==> src/flash_host_pkg.sv <==
/*
 * Shared constants for the flash host controller: operation codes on the
 * user port, command bytes sent to the device, status bit positions and
 * bus timing counts.
 * Assumes a 40 MHz ref_clk and a byte-wide flash with a 20-bit address.
 */
package flash_host_pkg;
	localparam int ADDR_W = 20; // 1M x 8 array
	localparam int DATA_W = 8;
	localparam int BLOCK_LSB = 16; // 64 Kbyte blocks
	// user operations
	localparam logic [3:0] OP_READ = 4'h0; // read in current mode
	localparam logic [3:0] OP_READ_ARRAY = 4'h1;
	localparam logic [3:0] OP_IDENT = 4'h2;
	localparam logic [3:0] OP_STATUS = 4'h3;
	localparam logic [3:0] OP_CLEAR = 4'h4;
	localparam logic [3:0] OP_ERASE = 4'h5;
	localparam logic [3:0] OP_SUSPEND = 4'h6;
	localparam logic [3:0] OP_RESUME = 4'h7;
	localparam logic [3:0] OP_WRITE = 4'h8;
	// command bytes written to the command_port
	localparam logic [7:0] CMD_READ_ARRAY = 8'hFF;
	localparam logic [7:0] CMD_IDENT = 8'h90;
	localparam logic [7:0] CMD_STATUS = 8'h70;
	localparam logic [7:0] CMD_CLEAR = 8'h50;
	localparam logic [7:0] CMD_ERASE_SETUP = 8'h20;
	localparam logic [7:0] CMD_CONFIRM = 8'hD0; // erase confirm and resume
	localparam logic [7:0] CMD_SUSPEND = 8'hB0;
	localparam logic [7:0] CMD_WRITE_SETUP = 8'h40; // 10H also accepted
	// identifier addresses
	localparam logic [19:0] IDENT_MFR_ADDR = 20'h00000;
	localparam logic [19:0] IDENT_DEV_ADDR = 20'h00001;
	// status byte bit positions
	localparam int SR_READY = 7;
	localparam int SR_SUSPEND = 6;
	localparam int SR_ERASE_ERR = 5;
	localparam int SR_WRITE_ERR = 4;
	localparam int SR_SUPPLY = 3; // supply_fault_bit
	// timing, figures in ns and derived cycle counts
	localparam int CLK_NS = 25;
	localparam int SETUP_NS = 50; // address to strobe
	localparam int STROBE_NS = 100; // strobe low width
	localparam int HOLD_NS = 25; // strobe high before next cycle
	localparam int SETTLE_NS = 100; // write end to ready_busy low
	localparam int WAKE_NS = 1000; // power-down exit to first write
	localparam int SETUP_CYC = (SETUP_NS + CLK_NS - 1) / CLK_NS;
	localparam int STROBE_CYC = (STROBE_NS + CLK_NS - 1) / CLK_NS;
	localparam int HOLD_CYC = (HOLD_NS + CLK_NS - 1) / CLK_NS;
	localparam int SETTLE_CYC = (SETTLE_NS + CLK_NS - 1) / CLK_NS;
	localparam int WAKE_CYC = (WAKE_NS + CLK_NS - 1) / CLK_NS;
	// host view of the device read mode
	typedef enum logic [1:0] {
		MODE_ARRAY = 2'b00,
		MODE_IDENT = 2'b01,
		MODE_STATUS = 2'b11
	} read_mode_t;
endpackage : flash_host_pkg

==> src/flash_bus_cycle.sv <==
/*
 * One asynchronous bus cycle on the flash pins: a write (address and
 * data latched by the device at the rising write strobe) or a read
 * (data sampled just before output enable rises).
 * Assumes start is only pulsed while done-to-start is idle.
 */
`timescale 1ns/1ps
module flash_bus_cycle (
	input wire logic ref_clk,
	input wire logic srst,
	input wire logic start, // one-cycle pulse
	input wire logic writeCycle, // 1 write, 0 read
	input wire logic [19:0] addrIn,
	input wire logic [7:0] dataIn,
	output logic done, // one-cycle pulse
	output logic [7:0] readData,
	output logic chipEnN,
	output logic outEnN,
	output logic wrEnN,
	output logic [19:0] addrOut,
	output logic [7:0] dqOut,
	output logic dqOe,
	input wire logic [7:0] dqIn
);
	typedef enum logic [1:0] {
		PH_IDLE = 2'b00,
		PH_SETUP = 2'b01,
		PH_STROBE = 2'b11,
		PH_HOLD = 2'b10
	} phase_t;

	phase_t phase; // cycle phase
	logic [5:0] cnt; // cycles left in phase
	logic isWrite; // latched kind of cycle

	// phase sequencing; both strobes always return high, so every read
	// gets a fresh falling edge and a fresh status latch
	always_ff @(posedge ref_clk) begin
		if (srst) begin
			phase <= PH_IDLE;
			cnt <= 6'h00;
			isWrite <= 1'b0;
			done <= 1'b0;
		end else begin
			done <= 1'b0;
			case (phase)
				PH_IDLE: begin
					if (start) begin
						phase <= PH_SETUP;
						isWrite <= writeCycle;
						cnt <= 6'(flash_host_pkg::SETUP_CYC - 1);
					end
				end
				PH_SETUP: begin
					if (cnt == 6'h00) begin
						phase <= PH_STROBE;
						cnt <= 6'(flash_host_pkg::STROBE_CYC - 1);
					end else begin
						cnt <= cnt - 6'h01;
					end
				end
				PH_STROBE: begin
					if (cnt == 6'h00) begin
						phase <= PH_HOLD;
						cnt <= 6'(flash_host_pkg::HOLD_CYC - 1);
					end else begin
						cnt <= cnt - 6'h01;
					end
				end
				PH_HOLD: begin
					if (cnt == 6'h00) begin
						phase <= PH_IDLE;
						done <= 1'b1;
					end else begin
						cnt <= cnt - 6'h01;
					end
				end
				default: phase <= PH_IDLE;
			endcase
		end
	end

	// pin drive; address and data held steady over the whole cycle
	always_ff @(posedge ref_clk) begin
		if (srst) begin
			chipEnN <= 1'b1;
			outEnN <= 1'b1;
			wrEnN <= 1'b1;
			addrOut <= 20'h00000;
			dqOut <= 8'h00;
			dqOe <= 1'b0;
		end else if (phase == PH_IDLE && start) begin
			chipEnN <= 1'b0;
			addrOut <= addrIn;
			dqOut <= dataIn;
			dqOe <= writeCycle;
		end else if (phase == PH_SETUP && cnt == 6'h00) begin
			wrEnN <= ~isWrite;
			outEnN <= isWrite;
		end else if (phase == PH_STROBE && cnt == 6'h00) begin
			// write data latched by device on this rising edge
			wrEnN <= 1'b1;
			outEnN <= 1'b1;
		end else if (phase == PH_HOLD && cnt == 6'h00) begin
			chipEnN <= 1'b1;
			dqOe <= 1'b0;
		end
	end

	// read data sampled at end of output-enable low time
	always_ff @(posedge ref_clk) begin
		if (srst) begin
			readData <= 8'h00;
		end else if (phase == PH_STROBE && cnt == 6'h00 && !isWrite) begin
			readData <= dqIn;
		end
	end
endmodule : flash_bus_cycle

==> src/flash_host_ctrl.sv <==
/*
 * Host-side controller for a byte-wide command-driven flash: turns user
 * operations into command sequences on the device pins, tracks the
 * device read mode, busy and suspend state, and refuses sequences the
 * device would not accept.
 * Assumes the device pins connect directly and ready_busy_out is a
 * clean level synchronous to ref_clk.
 */
// Operation
// - identifier mode stays until new command
// - status latched on late strobe fall
// - clear supply fault before write/erase
// - 20H then D0H inside target block
// - suspended: only array read, 70H, D0H
// - 40H or 10H then address and data
// - no reserved command codes
`timescale 1ns/1ps
module flash_host_ctrl (
	input wire logic ref_clk,
	input wire logic srst,
	// user side
	input wire logic cmdValid,
	output logic cmdReady,
	input wire logic [3:0] cmdOp,
	input wire logic [19:0] cmdAddr,
	input wire logic [7:0] cmdData,
	input wire logic powerDownReq, // hold device in deep power-down
	output logic rspValid,
	output logic rspErr,
	output logic [7:0] rspData,
	output logic [7:0] statusByte,
	output logic devBusy,
	output logic devSuspended,
	output logic supplyFault,
	output logic [1:0] readMode,
	// device side
	output logic powerdown_reset_n,
	output logic chipEnN,
	output logic outEnN,
	output logic wrEnN,
	output logic [19:0] addrOut,
	output logic [7:0] dqOut,
	output logic dqOe,
	input wire logic [7:0] dqIn,
	input wire logic ready_busy_out
);
	typedef enum logic [2:0] {
		ST_IDLE = 3'b000,
		ST_WR1 = 3'b001,
		ST_WR2 = 3'b011,
		ST_RD = 3'b010,
		ST_RESP = 3'b110
	} seq_t;

	seq_t state; // sequencer state
	logic [3:0] op; // accepted operation
	logic [19:0] addr; // accepted address
	logic [7:0] data; // accepted write value
	logic busStart; // pulse to cycle engine
	logic busWrite;
	logic [19:0] busAddr;
	logic [7:0] busData;
	logic busDone;
	logic [7:0] busRead;
	flash_host_pkg::read_mode_t mode; // device read mode as tracked
	logic running; // erase or byte write in progress
	logic eraseRun; // the running operation is an erase
	logic suspendReq; // B0H sent, pause not yet seen
	logic [3:0] suspBlock; // block held in suspension
	logic [5:0] settle; // ignore ready_busy while it settles
	logic [5:0] wake; // power-down exit guard
	logic refuse; // current request not allowed
	logic [7:0] code; // first command byte for op
	logic sameBlock;

	assign cmdReady = (state == ST_IDLE);
	assign rspValid = (state == ST_RESP);
	assign devBusy = running && !devSuspended;
	assign readMode = mode;
	assign sameBlock = cmdAddr[19:16] == suspBlock;

	// command byte per op; 40H chosen for byte-write setup
	always_comb begin
		case (op)
			flash_host_pkg::OP_READ_ARRAY: code = flash_host_pkg::CMD_READ_ARRAY;
			flash_host_pkg::OP_IDENT: code = flash_host_pkg::CMD_IDENT;
			flash_host_pkg::OP_STATUS: code = flash_host_pkg::CMD_STATUS;
			flash_host_pkg::OP_CLEAR: code = flash_host_pkg::CMD_CLEAR;
			flash_host_pkg::OP_ERASE: code = flash_host_pkg::CMD_ERASE_SETUP;
			flash_host_pkg::OP_SUSPEND: code = flash_host_pkg::CMD_SUSPEND;
			flash_host_pkg::OP_RESUME: code = flash_host_pkg::CMD_CONFIRM;
			default: code = flash_host_pkg::CMD_WRITE_SETUP;
		endcase
	end

	// acceptance check against the device's command rules
	always_comb begin
		refuse = 1'b0;
		if (powerDownReq || !powerdown_reset_n || wake != 6'h00) begin
			refuse = 1'b1;
		end else if (cmdOp > flash_host_pkg::OP_WRITE) begin
			refuse = 1'b1; // reserved codes never sent
		end else if (devSuspended) begin
			// only array read off the held block, 70H, D0H
			case (cmdOp)
				flash_host_pkg::OP_READ:
					refuse = mode == flash_host_pkg::MODE_ARRAY && sameBlock;
				flash_host_pkg::OP_READ_ARRAY: refuse = 1'b0;
				flash_host_pkg::OP_STATUS: refuse = 1'b0;
				flash_host_pkg::OP_RESUME: refuse = 1'b0;
				default: refuse = 1'b1;
			endcase
		end else if (running) begin
			// read-array ignored while busy byte write takes only
			// 70H erase also takes B0H
			case (cmdOp)
				flash_host_pkg::OP_READ:
					refuse = mode != flash_host_pkg::MODE_STATUS;
				flash_host_pkg::OP_STATUS: refuse = 1'b0;
				flash_host_pkg::OP_SUSPEND: refuse = !eraseRun || suspendReq;
				default: refuse = 1'b1;
			endcase
		end else begin
			case (cmdOp)
				flash_host_pkg::OP_SUSPEND: refuse = 1'b1;
				flash_host_pkg::OP_RESUME: refuse = 1'b1;
				flash_host_pkg::OP_ERASE: refuse = supplyFault;
				flash_host_pkg::OP_WRITE: refuse = supplyFault;
				default: refuse = 1'b0; // any supply level
			endcase
		end
	end

	// operation sequencer
	always_ff @(posedge ref_clk) begin
		if (srst) begin
			state <= ST_IDLE;
			op <= flash_host_pkg::OP_READ;
			addr <= 20'h00000;
			data <= 8'h00;
			busStart <= 1'b0;
			busWrite <= 1'b0;
			busAddr <= 20'h00000;
			busData <= 8'h00;
			rspErr <= 1'b0;
			rspData <= 8'h00;
		end else begin
			busStart <= 1'b0;
			case (state)
				ST_IDLE: begin
					if (cmdValid) begin
						op <= cmdOp;
						addr <= cmdAddr;
						data <= cmdData;
						rspErr <= refuse;
						rspData <= 8'h00;
						busAddr <= cmdAddr;
						if (refuse) begin
							state <= ST_RESP;
						end else if (cmdOp == flash_host_pkg::OP_READ) begin
							busStart <= 1'b1;
							busWrite <= 1'b0;
							state <= ST_RD;
						end else begin
							busStart <= 1'b1;
							busWrite <= 1'b1;
							busData <= 8'h00;
							state <= ST_WR1;
						end
					end
				end
				ST_WR1: begin
					if (busDone) begin
						if (op == flash_host_pkg::OP_ERASE) begin
							// confirm to the same block address
							busStart <= 1'b1;
							busData <= flash_host_pkg::CMD_CONFIRM;
							state <= ST_WR2;
						end else if (op == flash_host_pkg::OP_WRITE) begin
							busStart <= 1'b1; // address and value
							busData <= data;
							state <= ST_WR2;
						end else begin
							state <= ST_RESP;
						end
					end
				end
				ST_WR2: begin
					if (busDone) begin
						state <= ST_RESP;
					end
				end
				ST_RD: begin
					if (busDone) begin
						rspData <= busRead;
						state <= ST_RESP;
					end
				end
				ST_RESP: state <= ST_IDLE;
				default: state <= ST_IDLE;
			endcase
		end
	end

	// first write carries the command byte chosen above; the engine sees
	// busStart a cycle after the take, when the sequencer is already in
	// ST_WR1, so the command byte must be offered in that state
	logic [7:0] firstData;
	assign firstData = (state == ST_WR1) ? code : busData;

	// read-mode tracking of the device command decoder
	always_ff @(posedge ref_clk) begin
		if (srst || !powerdown_reset_n) begin
			mode <= flash_host_pkg::MODE_ARRAY;
		end else if (state == ST_WR1 && busDone) begin
			case (op)
				flash_host_pkg::OP_READ_ARRAY:
					mode <= flash_host_pkg::MODE_ARRAY;
				flash_host_pkg::OP_IDENT:
					mode <= flash_host_pkg::MODE_IDENT;
				flash_host_pkg::OP_CLEAR: mode <= mode;
				// 70H, B0H, D0H all leave reads on status
				default: mode <= flash_host_pkg::MODE_STATUS;
			endcase
		end
	end

	// run, suspend and settle tracking from commands sent and the ready_busy pin
	always_ff @(posedge ref_clk) begin
		if (srst || !powerdown_reset_n) begin
			running <= 1'b0;
			eraseRun <= 1'b0;
			suspendReq <= 1'b0;
			devSuspended <= 1'b0;
			suspBlock <= 4'h0;
			settle <= 6'h00;
		end else begin
			if (settle != 6'h00) begin
				settle <= settle - 6'h01;
			end
			if (state == ST_WR2 && busDone) begin
				running <= 1'b1; // erase or byte write started
				eraseRun <= op == flash_host_pkg::OP_ERASE;
				suspBlock <= addr[19:16];
				settle <= 6'(flash_host_pkg::SETTLE_CYC);
			end else if (state == ST_WR1 && busDone &&
					op == flash_host_pkg::OP_SUSPEND) begin
				suspendReq <= 1'b1;
			end else if (state == ST_WR1 && busDone &&
					op == flash_host_pkg::OP_RESUME) begin
				devSuspended <= 1'b0;
				settle <= 6'(flash_host_pkg::SETTLE_CYC);
			end else if (running && settle == 6'h00 && ready_busy_out) begin
				// pin high: paused if asked, else finished
				if (suspendReq) begin
					devSuspended <= 1'b1;
					suspendReq <= 1'b0;
				end else if (!devSuspended) begin
					running <= 1'b0;
				end
			end
		end
	end

	// captured status byte and sticky supply fault; set beats clear
	always_ff @(posedge ref_clk) begin
		if (srst) begin
			statusByte <= 8'h80;
			supplyFault <= 1'b0;
		end else if (!powerdown_reset_n) begin
			statusByte <= 8'h80; // upper five bits 10000
			supplyFault <= 1'b0;
		end else if (state == ST_RD && busDone &&
				mode == flash_host_pkg::MODE_STATUS) begin
			statusByte <= {busRead[7:3], 3'b000}; // reserved bits zero
			// fault after low-supply erase must be cleared
			if (busRead[flash_host_pkg::SR_SUPPLY]) begin
				supplyFault <= 1'b1;
			end
		end else if (state == ST_WR1 && busDone &&
				op == flash_host_pkg::OP_CLEAR) begin
			// apart from srst and power-down, 50H is the only way to drop sticky errors
			statusByte[flash_host_pkg::SR_ERASE_ERR] <= 1'b0;
			statusByte[flash_host_pkg::SR_WRITE_ERR] <= 1'b0;
			statusByte[flash_host_pkg::SR_SUPPLY] <= 1'b0;
			supplyFault <= 1'b0;
		end
	end

	// power-down pin and wake guard before the first command write
	always_ff @(posedge ref_clk) begin
		if (srst) begin
			powerdown_reset_n <= 1'b0;
			wake <= 6'h00;
		end else begin
			powerdown_reset_n <= !powerDownReq;
			if (!powerdown_reset_n) begin
				wake <= 6'(flash_host_pkg::WAKE_CYC);
			end else if (wake != 6'h00) begin
				wake <= wake - 6'h01;
			end
		end
	end

	flash_bus_cycle busEngine (
		.ref_clk(ref_clk),
		.srst(srst),
		.start(busStart),
		.writeCycle(busWrite),
		.addrIn(busAddr),
		.dataIn(firstData),
		.done(busDone),
		.readData(busRead),
		.chipEnN(chipEnN),
		.outEnN(outEnN),
		.wrEnN(wrEnN),
		.addrOut(addrOut),
		.dqOut(dqOut),
		.dqOe(dqOe),
		.dqIn(dqIn)
	);
endmodule : flash_host_ctrl

==> config.mk <==
export PLATFORM = sky130hd
export DESIGN_NAME = flash_host_ctrl
export DESIGN_NICKNAME = d
export VERILOG_FILES = /design/src/flash_host_pkg.sv /design/src/flash_bus_cycle.sv /design/src/flash_host_ctrl.sv
export SDC_FILE = /design/constraint.sdc
export NUM_CORES = 1
export LEC_CHECK = 0
export BUFFER_PORTS_ARGS = -buffer_cell sky130_fd_sc_hd__buf_4
export CELL_PAD_IN_SITES_DETAIL_PLACEMENT = 1
export CELL_PAD_IN_SITES_GLOBAL_PLACEMENT = 1
export CORE_MARGIN = 2
export CORE_UTILIZATION = 41
export CTS_BUF_LIST = sky130_fd_sc_hd__clkbuf_8 sky130_fd_sc_hd__clkbuf_16
export CTS_CLUSTER_SIZE = 8
export DETAILED_ROUTE_END_ITERATION = 10
export PLACE_DENSITY_LB_ADDON = 0.1
export SYNTH_ARGS = -nofsm -noshare
export SYNTH_HDL_FRONTEND = slang
export SYNTH_SLANG_ARGS = --single-unit
==> constraint.sdc <==
create_clock -name ref_clk -period 3.5 [get_ports ref_clk]
set_input_delay 0.7 -clock ref_clk [delete_from_list [all_inputs] [get_ports ref_clk]]
set_output_delay 0.7 -clock ref_clk [all_outputs]
set_load 0.05 [all_outputs]
* Word level (Yosys, flattened, before mapping)
Index checks and enable logic that the tools add are counted.
Storage, ports and cells: flip-flop bits (word level) 133, bits in latches 0, memory bits (writable) 0, memory bits (read-only) 0, output and inout bits 57, logic and storage cells 235, memories kept 0
Cells by class: $add $sub $neg 3, $mul 0, divide/modulo/power cells 0, $lt $le $gt $ge 1, eq/ne operators 45, shift-type cells 0, muxes and demuxes 80, bitwise operators 8, reduce and logical (&&, ||, !) cells 64
Operators by type and width (count):
- $mux W8 | 9
- $pmux W8 S7 | 1
- $mux W6 | 9
- $mux W1 | 37
- $pmux W8 S2 | 2
- $eq A4 B3 Y1 const B | 7
- $mux W3 | 9
- $ne A2 B1 Y1 const B | 12
- $pmux W6 S4 | 1
- $ne A2 B2 Y1 const B | 9
- $reduce_bool A2 Y1 | 9
- $sub A6 B1 Y6 const B | 3
- $logic_and A1 B1 Y1 | 16
- $reduce_and A3 Y1 | 5
- $eq A4 B2 Y1 const B | 3
- $logic_not A6 Y1 | 2
- $reduce_and A2 Y1 | 6
- $reduce_bool A6 Y1 | 2
- $reduce_or A2 Y1 | 6
- $mux W2 | 5
- $pmux W3 S3 | 1
- $eq A4 B1 Y1 const B | 2
- $eq A4 B4 Y1 const B | 2
- $not A1 Y1 | 8
- 21 further kinds | 35

* Logic depth before layout (Yosys ltp)
Gate-level depths: netlist of the first run.
word-level depth 10, gate-level depth with buffers 9, gate-level depth less buffers 8

* Cells and area by module
Synthesis of the first run repeated with hierarchy kept, for this count alone.
Unflattened totals: cell total of the unflattened synthesis 702, area total of the unflattened synthesis 5721.7 µm²
By module, submodules not included:
- flash_host_ctrl | instances 1, cells an instance 474, area each 3828.7 µm²
- flash_bus_cycle | instances 1, cells an instance 228, area each 1893.1 µm²

* Least setup slack after synthesis of the first run
OpenSTA, ideal clock, no wires.
path kind input to register, start point in cmdOp[1], end point reg busData[0], library setup time 0.072 ns, arrival 2.615 ns, required time 3.428 ns, setup slack 0.813 ns, cell stages on the path 8, path buffers 2, path through buf_6 > or4_4 > or4_4 > o2111ai_2 > a211oi_2 > a31oi_1 > buf_6 > mux2i_1
On the way: cells in the longest elaborated chain, start to end 9
Ends and longest elaborated chain:
- start: declaration | line flash_host_ctrl.sv:24 | input wire logic [3:0] cmdOp,
- $eq A4 B4 Y1 (tied with other cells) | line flash_host_ctrl.sv:124 | case (cmdOp)
- $reduce_or A2 Y1 (no source line)
- $pmux W1 S2 | line flash_host_ctrl.sv:124
- $mux W1 | line flash_host_ctrl.sv:113 | end else if (running) begin
- $mux W1 | line flash_host_ctrl.sv:103 | end else if (devSuspended) begin
- $mux W1 | line flash_host_ctrl.sv:101 | end else if (cmdOp > flash_host_pkg::OP_WRITE) begin
- $mux W1 | line flash_host_ctrl.sv:99 | if (powerDownReq || !powerdown_reset_n || wake != 6'h00) begin
- $ne A2 B2 Y1 (no source line)
- $reduce_and A6 Y1 (no source line) (*)
- end signal: assignment | line flash_host_ctrl.sv:177 | busData <= flash_host_pkg::CMD_CONFIRM;
- end signal: assignment | line flash_host_ctrl.sv:181 | busData <= data;
- end: declaration | line flash_host_ctrl.sv:62 | logic [7:0] busData;
Mark *: on every way between the ends. The rest lies on a longest branch, timed or not. A chain may end at the register's enable or synchronous reset.

* Worst setup path in the final report of the first run
start point reg wake[0], end point reg busData[1]
On the way: cells in the longest elaborated chain, start to end 5
Ends and longest elaborated chain:
- start: declaration | line flash_host_ctrl.sv:71 | logic [5:0] wake;
- start signal: assignment | line flash_host_ctrl.sv:298 | wake <= 6'(flash_host_pkg::WAKE_CYC);
- start signal: assignment | line flash_host_ctrl.sv:300 | wake <= wake - 6'h01;
- $reduce_bool A6 Y1 | line flash_host_ctrl.sv:99
- $logic_or A1 B1 Y1 | line flash_host_ctrl.sv:99
- $mux W1 | line flash_host_ctrl.sv:99
- $ne A2 B2 Y1 (no source line)
- $reduce_and A6 Y1 (no source line)
Every way passes these cells.

==> results of run 1 <==
placed cells by master (no fill, tap or decap), types with 2 or more instances in the layout:
master and instances:
a211oi_1 5, a21oi_1 86, a221oi_1 3, a22oi_1 3
a31oi_1 11, and2_1 2, buf_4 106, bufinv_16 2
clkbuf_16 17, clkbuf_8 5, clkinv_2 4, conb_1 3
dfxtp_1 133, ha_1 4, inv_1 12, mux2i_1 24
nand2_1 148, nand2b_1 20, nand3_1 5, nand4_1 10
nor2_1 63, nor2b_1 5, nor3_1 26, nor3b_1 2
nor4_1 5, o21ai_0 12, o21bai_1 3, or2_2 2
or3_1 4, or4_4 2, xnor2_1 12, xor2_1 6
sequential cells by signal, indices dropped and copies added (netlist names), 2 cells and up:
| register | flops |
|---|---|
| statusByte | 5 |
| suspBlock | 4 |
| op | 4 |
| wake | 6 |
| busEngine.phase | 2 |
| busEngine.dqOut | 8 |
| data | 8 |
| busAddr | 20 |
| readMode | 2 |
| busEngine.addrOut | 20 |
| settle | 6 |
| busData | 8 |
| busEngine.cnt | 6 |
| state | 3 |
| busEngine.readData | 8 |
| rspData | 8 |
routing by layer:
metal,vias to the layer above,share of wire,GRT usage
met5,-,0,0
met4,0,0.021,0.0875
met3,27,0.038,0.0490
met2,107,0.50,0.386
met1,2456,0.45,0.283
li1,2441,-,-
how the worst max path moves through the flow:
stage	startpoint	to	slack [ns]	cells past startpoint
2_1_floorplan	cmdOp[1]	busData[0]	0.81	8
3_3_place_gp	cmdOp[3]	busData[6]	0.63	8
3_5_place_dp	cmdOp[3]	busData[7]	0.52	8
4_1_cts	wake[0]	busData[1]	0.87	9
5_1_grt	wake[0]	busData[1]	0.71	9
6_report	wake[0]	busData[1]	0.87	9
where the power goes:
part / internal, mW / switching, mW
registers: 1.55 / 0.0343
logic: 0.0905 / 0.149
clock network: 1.13 / 0.644
total: 2.77 / 0.827
layout make-up:
cell class,instances,share of cell area
Clock buffer,22,0.0714
Clock inverter,10,0.0150
Inverter,10,0.00542
Multi-Input combinational cell,487,0.377
Sequential cell,133,0.385
Tap cell,176,0.0318
Timing Repair Buffer,106,0.115
through the flow:
step                      power (mW)  worst slack [ns]
after global placement          1.84             0.632
after detailed placement        1.85             0.522
final                           3.60             0.869
after floorplan                 1.76             0.813
after CTS                       3.64             0.865
after global routing            3.74             0.706
logic make-up (layout without fill, tap and decap cells):
kind of cell | after synthesis | count (layout) | synth area share
flops | 133 | 133 | 0.484
simple gates | 305 | 305 | 0.250
compound gates | 131 | 131 | 0.136
fa+ha+maj | 5 | 5 | 0.0109
other cells | 1 | 3 | 0.000682
mux | 25 | 25 | 0.0457
xor+xnor | 18 | 18 | 0.0287
buf+inv | 58 | 148 | 0.0444
==> out/results.ini, run 1 <==
[status]
status = finished clean

[place]
placed_area_mm2 = 0.00632
portBuffers = 98
dpl.cell_count = 912
gp_congestion = 0.816
dp_hpwl_um = 10800

[layout]
n_antenna_cell = 0
num-nets-final = 804
layout-drive-gt1-share = 0.190
final_area_mm2 = 0.00692
seq_area_mm2 = 0.00266
multiInputGateArea_mm2 = 0.00261
fillers = 1593
fin_util = 0.525
synthToLayoutAreaGrowth_pct = 25.9
layoutNonFillerInstCount = 944

[clock_tree]
ctsHoldBuffers = 0
clockRootBuffer = clkbuf_16
clk_pin_slew_ns = 0.06
clk_latency_ns = 0.42
clock-sinks = 133
cts_made_buffers = 17
cts_tree = built
postCtsSetupBuffers = 0
cts_resized = 0
clockBufferDepth = 2
cts_htree_levels = 4

[worst_setup_path]
crit_family = compound AO/OA/AOI/OAI gates
critPathMaxStageDelay_ns = 0.53
cp.required_ns = 3.84
path_cells = inv_1, ha_1, nand2b_1, nor4_2, o2111ai_1, a211oi_2, a31oi_1, buf_4, mux2i_1
r2r_slack_ns = 0.87
cp_max_fo = 9
end_kind = flip-flop
critPathBufInv = 2
start_kind = flip-flop
worstReg2RegStart = wake[0]
r2r_cells = 9
cp.arrival_ns = 2.97
reg2reg_to = busData[1]
crit_slowest_cell = nor4_2
path_class = flip-flop to flip-flop

[global_route]
grt_pass1_vias = 5179
gr-total-overflow = 0
grt_start_max_net_pins = 70
antenna_found_initial = 0
grt_use_total = 0.228
grt_pass1_wl_um = 25800

[synth]
yosysSeqAreaShare = 0.484
synth_area_leaders = dfxtp_1 48%, nand2_1 10%, a21oi_1 7.8%
ys_async_sr_fraction = 0
yosys_warnings = 0
synth_most_common_cell = nand2_1
synth_top_area_share = 0.484
ys_top_cells_by_count = 148 x nand2_1, 133 x dfxtp_1, 86 x a21oi_1, 64 x nor2_1, 42 x clkbuf_1
netlist.top_cell.by_area = dfxtp_1
synth_edf_count = 0
netlist_instances = 676
yosysUniqueCellTypes = 50
postSynthAreaPerCell_um2 = 8.13
syn_area_mm2 = 0.00550
ys.flop_type = dfxtp_1
ys_ff_latch = 133

[power_and_ir_drop]
power.leakage_nw = 2.84
power_density_mw_per_mm2 = 520
ir_drop_v = 0.000295

[die]
num_rows = 42
start_util = 0.417
core_mm2 = 0.0132
dieArea_mm2 = 0.0144
ioPinCount = 102
fp.dieW_um = 120
fp.dieH_um = 120

[sta]
setup_viol = 0
fin_skew_ns = 0.00518
whs_ns = 0.438
tightest_slew_ns = 1.14
maxSlewHeadroom = 0.229
rsz0062_at_grt = no
final-hold-violation-count = 0
max_freq_ghz = 0.380
min_period_ns = 2.63
maxSlewViolCount = 0
tns_ns = 0
period_share = 0.752

[run]
drv_cap = 0

[route]
drt-pass1-iter-count = 4
drt_wl_total_um = 15800
via_count = 5031
avgViaCountPerCell = 5.33
ant_nets = 0
post_drt_wl_per_cell_um = 16.7
drc = 0
drt_iter0_markers = 261

[hold_path]
hp-start = powerDownReq
hold_path_class = input pin to flip-flop
min_path_cells = 2
whs_endpoint = powerdown_reset_n

Note: power is estimated with default switching activity, not from simulation.
==> run 2, diff against run 1 <==
--- a/config.mk
+++ b/config.mk
@@ -5,11 +5,12 @@
 export SDC_FILE = /design/constraint.sdc
 export NUM_CORES = 1
 export LEC_CHECK = 0
+export ABC_AREA = 1
 export BUFFER_PORTS_ARGS = -buffer_cell sky130_fd_sc_hd__buf_4
 export CELL_PAD_IN_SITES_DETAIL_PLACEMENT = 1
 export CELL_PAD_IN_SITES_GLOBAL_PLACEMENT = 1
 export CORE_MARGIN = 2
-export CORE_UTILIZATION = 41
+export CORE_UTILIZATION = 40
 export CTS_BUF_LIST = sky130_fd_sc_hd__clkbuf_8 sky130_fd_sc_hd__clkbuf_16
 export CTS_CLUSTER_SIZE = 8
 export DETAILED_ROUTE_END_ITERATION = 10
==> constraint.sdc (replaced) <==
create_clock -name ref_clk -period 2.5 [get_ports ref_clk]
set_input_delay 0.5 -clock ref_clk [delete_from_list [all_inputs] [get_ports ref_clk]]
set_output_delay 0.5 -clock ref_clk [all_outputs]
set_load 0.05 [all_outputs]
==> run 2 against run 1 <==
Against the previous run: combinational power rose to 6.2 times the previous value; synthesized cell count rose by 8.3%; clock power rose by 37%; largest power group is now sequential cells; clock skew rose by 0.0071 ns; clock-buffer cell count fell by 2; die area rose by 2.1%; largest cell class unchanged; flip-flop and latch count did not move; non-clock buffer count rose by 4; setup slack got worse by 0.48 ns; worst hold slack got worse by 0.19 ns; highest routed layer unchanged.
==> out/results.ini, run 2 <==
[sta]
fin_skew_ns = 0.0123
tns_ns = 0
final-hold-violation-count = 0
maxSlewViolCount = 0
min_period_ns = 2.11
rsz0062_at_grt = no
max_freq_ghz = 0.474
setup_viol = 0
maxSlewHeadroom = 0.503
period_share = 0.844
tightest_slew_ns = 0.742

[clock_tree]
clk_latency_ns = 0.42
clock-sinks = 133
clk_pin_slew_ns = 0.06
postCtsSetupBuffers = 0
ctsHoldBuffers = 0
cts_resized = 0
cts_tree = built
cts_htree_levels = 4
clockRootBuffer = clkbuf_16
cts_made_buffers = 17
clockBufferDepth = 2

[place]
placed_area_mm2 = 0.00640
dp_hpwl_um = 11500
portBuffers = 98
gp_congestion = 0.846

[route]
drc = 0
ant_nets = 0
via_count = 5141
post_drt_wl_per_cell_um = 15.6
drt-pass1-iter-count = 6
drt_iter0_markers = 300
avgViaCountPerCell = 5.03
drt_wl_total_um = 16000

[synth]
yosysSeqAreaShare = 0.486
ys_async_sr_fraction = 0
postSynthAreaPerCell_um2 = 7.49
muxShareOfSynthArea = 0
synth_xor_area_frac = 0.00799
synth_top_area_share = 0.486
syn_area_mm2 = 0.00548
ys_ff_latch = 133
ys_top_cells_by_count = 133 x dfxtp_1, 113 x nand2_1, 102 x o21ai_0, 87 x a21oi_1, 87 x inv_1
synth_compound_area_frac = 0.198
netlist.top_cell.by_area = dfxtp_1
synth_area_leaders = dfxtp_1 49%, o21ai_0 9.3%, a21oi_1 7.9%
ys.flop_type = dfxtp_1
yosysUniqueCellTypes = 37
synth_fa_ha_area_frac = 0.00913
yosys_warnings = 0
yosys.area_share.simple = 0.211
synth_edf_count = 0
synth_most_common_cell = dfxtp_1
netlist_instances = 732
synth_top_family_by_area = simple AND/OR/NAND/NOR gates

[hold_path]
min_path_cells = 2
hold_path_class = input pin to flip-flop
hp-start = powerDownReq
whs_endpoint = powerdown_reset_n

[power_and_ir_drop]
power.leakage_nw = 3.03
power_density_mw_per_mm2 = 922
ir_drop_v = 0.000495
p_total_mw = 6.43

[worst_setup_path]
crit_slowest_cell = dfxtp_1
startpoint = busEngine.cnt[0]
path_class = flip-flop to flip-flop
cpMostUsedCell = inv_1
cp.arrival_ns = 2.41
r2r_cells = 9
end_kind = flip-flop
critPathMaxStageDelay_ns = 0.31
reg2reg_to = busEngine.readData[7]
r2r_slack_ns = 0.39
path_cells = inv_1, ha_1, nand3_1, nor3_2, nand2_1, inv_1, nand3_2, o21ai_0, a21oi_1
cp.required_ns = 2.80
start_kind = flip-flop
cp_max_fo = 16
worstReg2RegStart = busEngine.cnt[0]

[die]
fp.dieH_um = 121
core_mm2 = 0.0133
start_util = 0.412
fp.dieW_um = 121
ioPinCount = 102
num_rows = 42
dieArea_mm2 = 0.0147

[layout]
final_area_mm2 = 0.00698
mostFrequentLayoutCell = dfxtp_1
synthToLayoutAreaGrowth_pct = 27.2
n_antenna_cell = 0
final_cell_mix = 133 x dfxtp_1, 113 x nand2_1, 110 x buf_4
fin_util = 0.525
num-nets-final = 884
layout-drive-gt1-share = 0.202
top_regs = busAddr (20), busEngine.addrOut (20)

[global_route]
grt_use_total = 0.233
antenna_found_initial = 0
grt_pass1_vias = 5499
grt_pass1_wl_um = 26800
gr-total-overflow = 0
grt_start_max_net_pins = 45

[status]
status = finished clean

[run]
drv_cap = 0

## run 2: stage by stage
step / instances / hold slack (ns) / worst slack (ns)
3_5_place_dp: 992 / 0.446 / 0.432
6_report: 1023 / 0.248 / 0.390
5_1_grt: 1023 / 0.242 / 0.0208
2_1_floorplan: 734 / 0.424 / 0.422
3_3_place_gp: 992 / 0.433 / 0.529
4_1_cts: 1023 / 0.237 / 0.388
## run 2: cell families (layout without fill, tap and decap cells)
group                      count (synthesis)  after routing
xor gates and xnor gates                   5              5
adders and majority gates                  4              4
and+or+nand+nor                          262            262
AOI/OAI and AO/OA                        207            207
DFF                                      133            133
other                                      1              3
buffers and inverters                    120            233
## run 2: how the worst max path moves through the flow
stage / to / slack [ns] / cells past startpoint
after floorplan: busData[0] / 0.42 / 7
after global placement: busEngine.readData[7] / 0.53 / 9
after detailed placement: busEngine.readData[7] / 0.43 / 9
after CTS: busEngine.readData[7] / 0.39 / 9
after global routing: busEngine.readData[7] / 0.02 / 9
final: busEngine.readData[7] / 0.39 / 9
## run 2: layout make-up
type	instances	area, um^2
multi-input cells	481	2350
flip-flops and latches	133	2660
inverters	92	345
well taps	176	220
fillers	1659	6320
repair buffers	110	826
clock inverters	11	110
clock buffers	20	467
## run 2: power by group
part / total [mW] / switching, mW / internal (mW)
clock: 2.43 / 0.903 / 1.52
sequential: 2.54 / 0.148 / 2.39
combinational: 1.47 / 1.02 / 0.446
## run 2: worst max-delay path: cells and delay by family (launching register included)
family / cells / cell delay (ns)
simple gates: 4 / 0.89
buf+inv: 2 / 0.24
fa+ha+maj: 1 / 0.19
flops: 1 / 0.31
compound gates: 2 / 0.36
## run 2: metal layers
layer | GRT usage | share of wire
met1 | 0.276 | 0.44
met2 | 0.419 | 0.52
met3 | 0.0475 | 0.028
met4 | 0.0763 | 0.015
met5 | 0 | 0
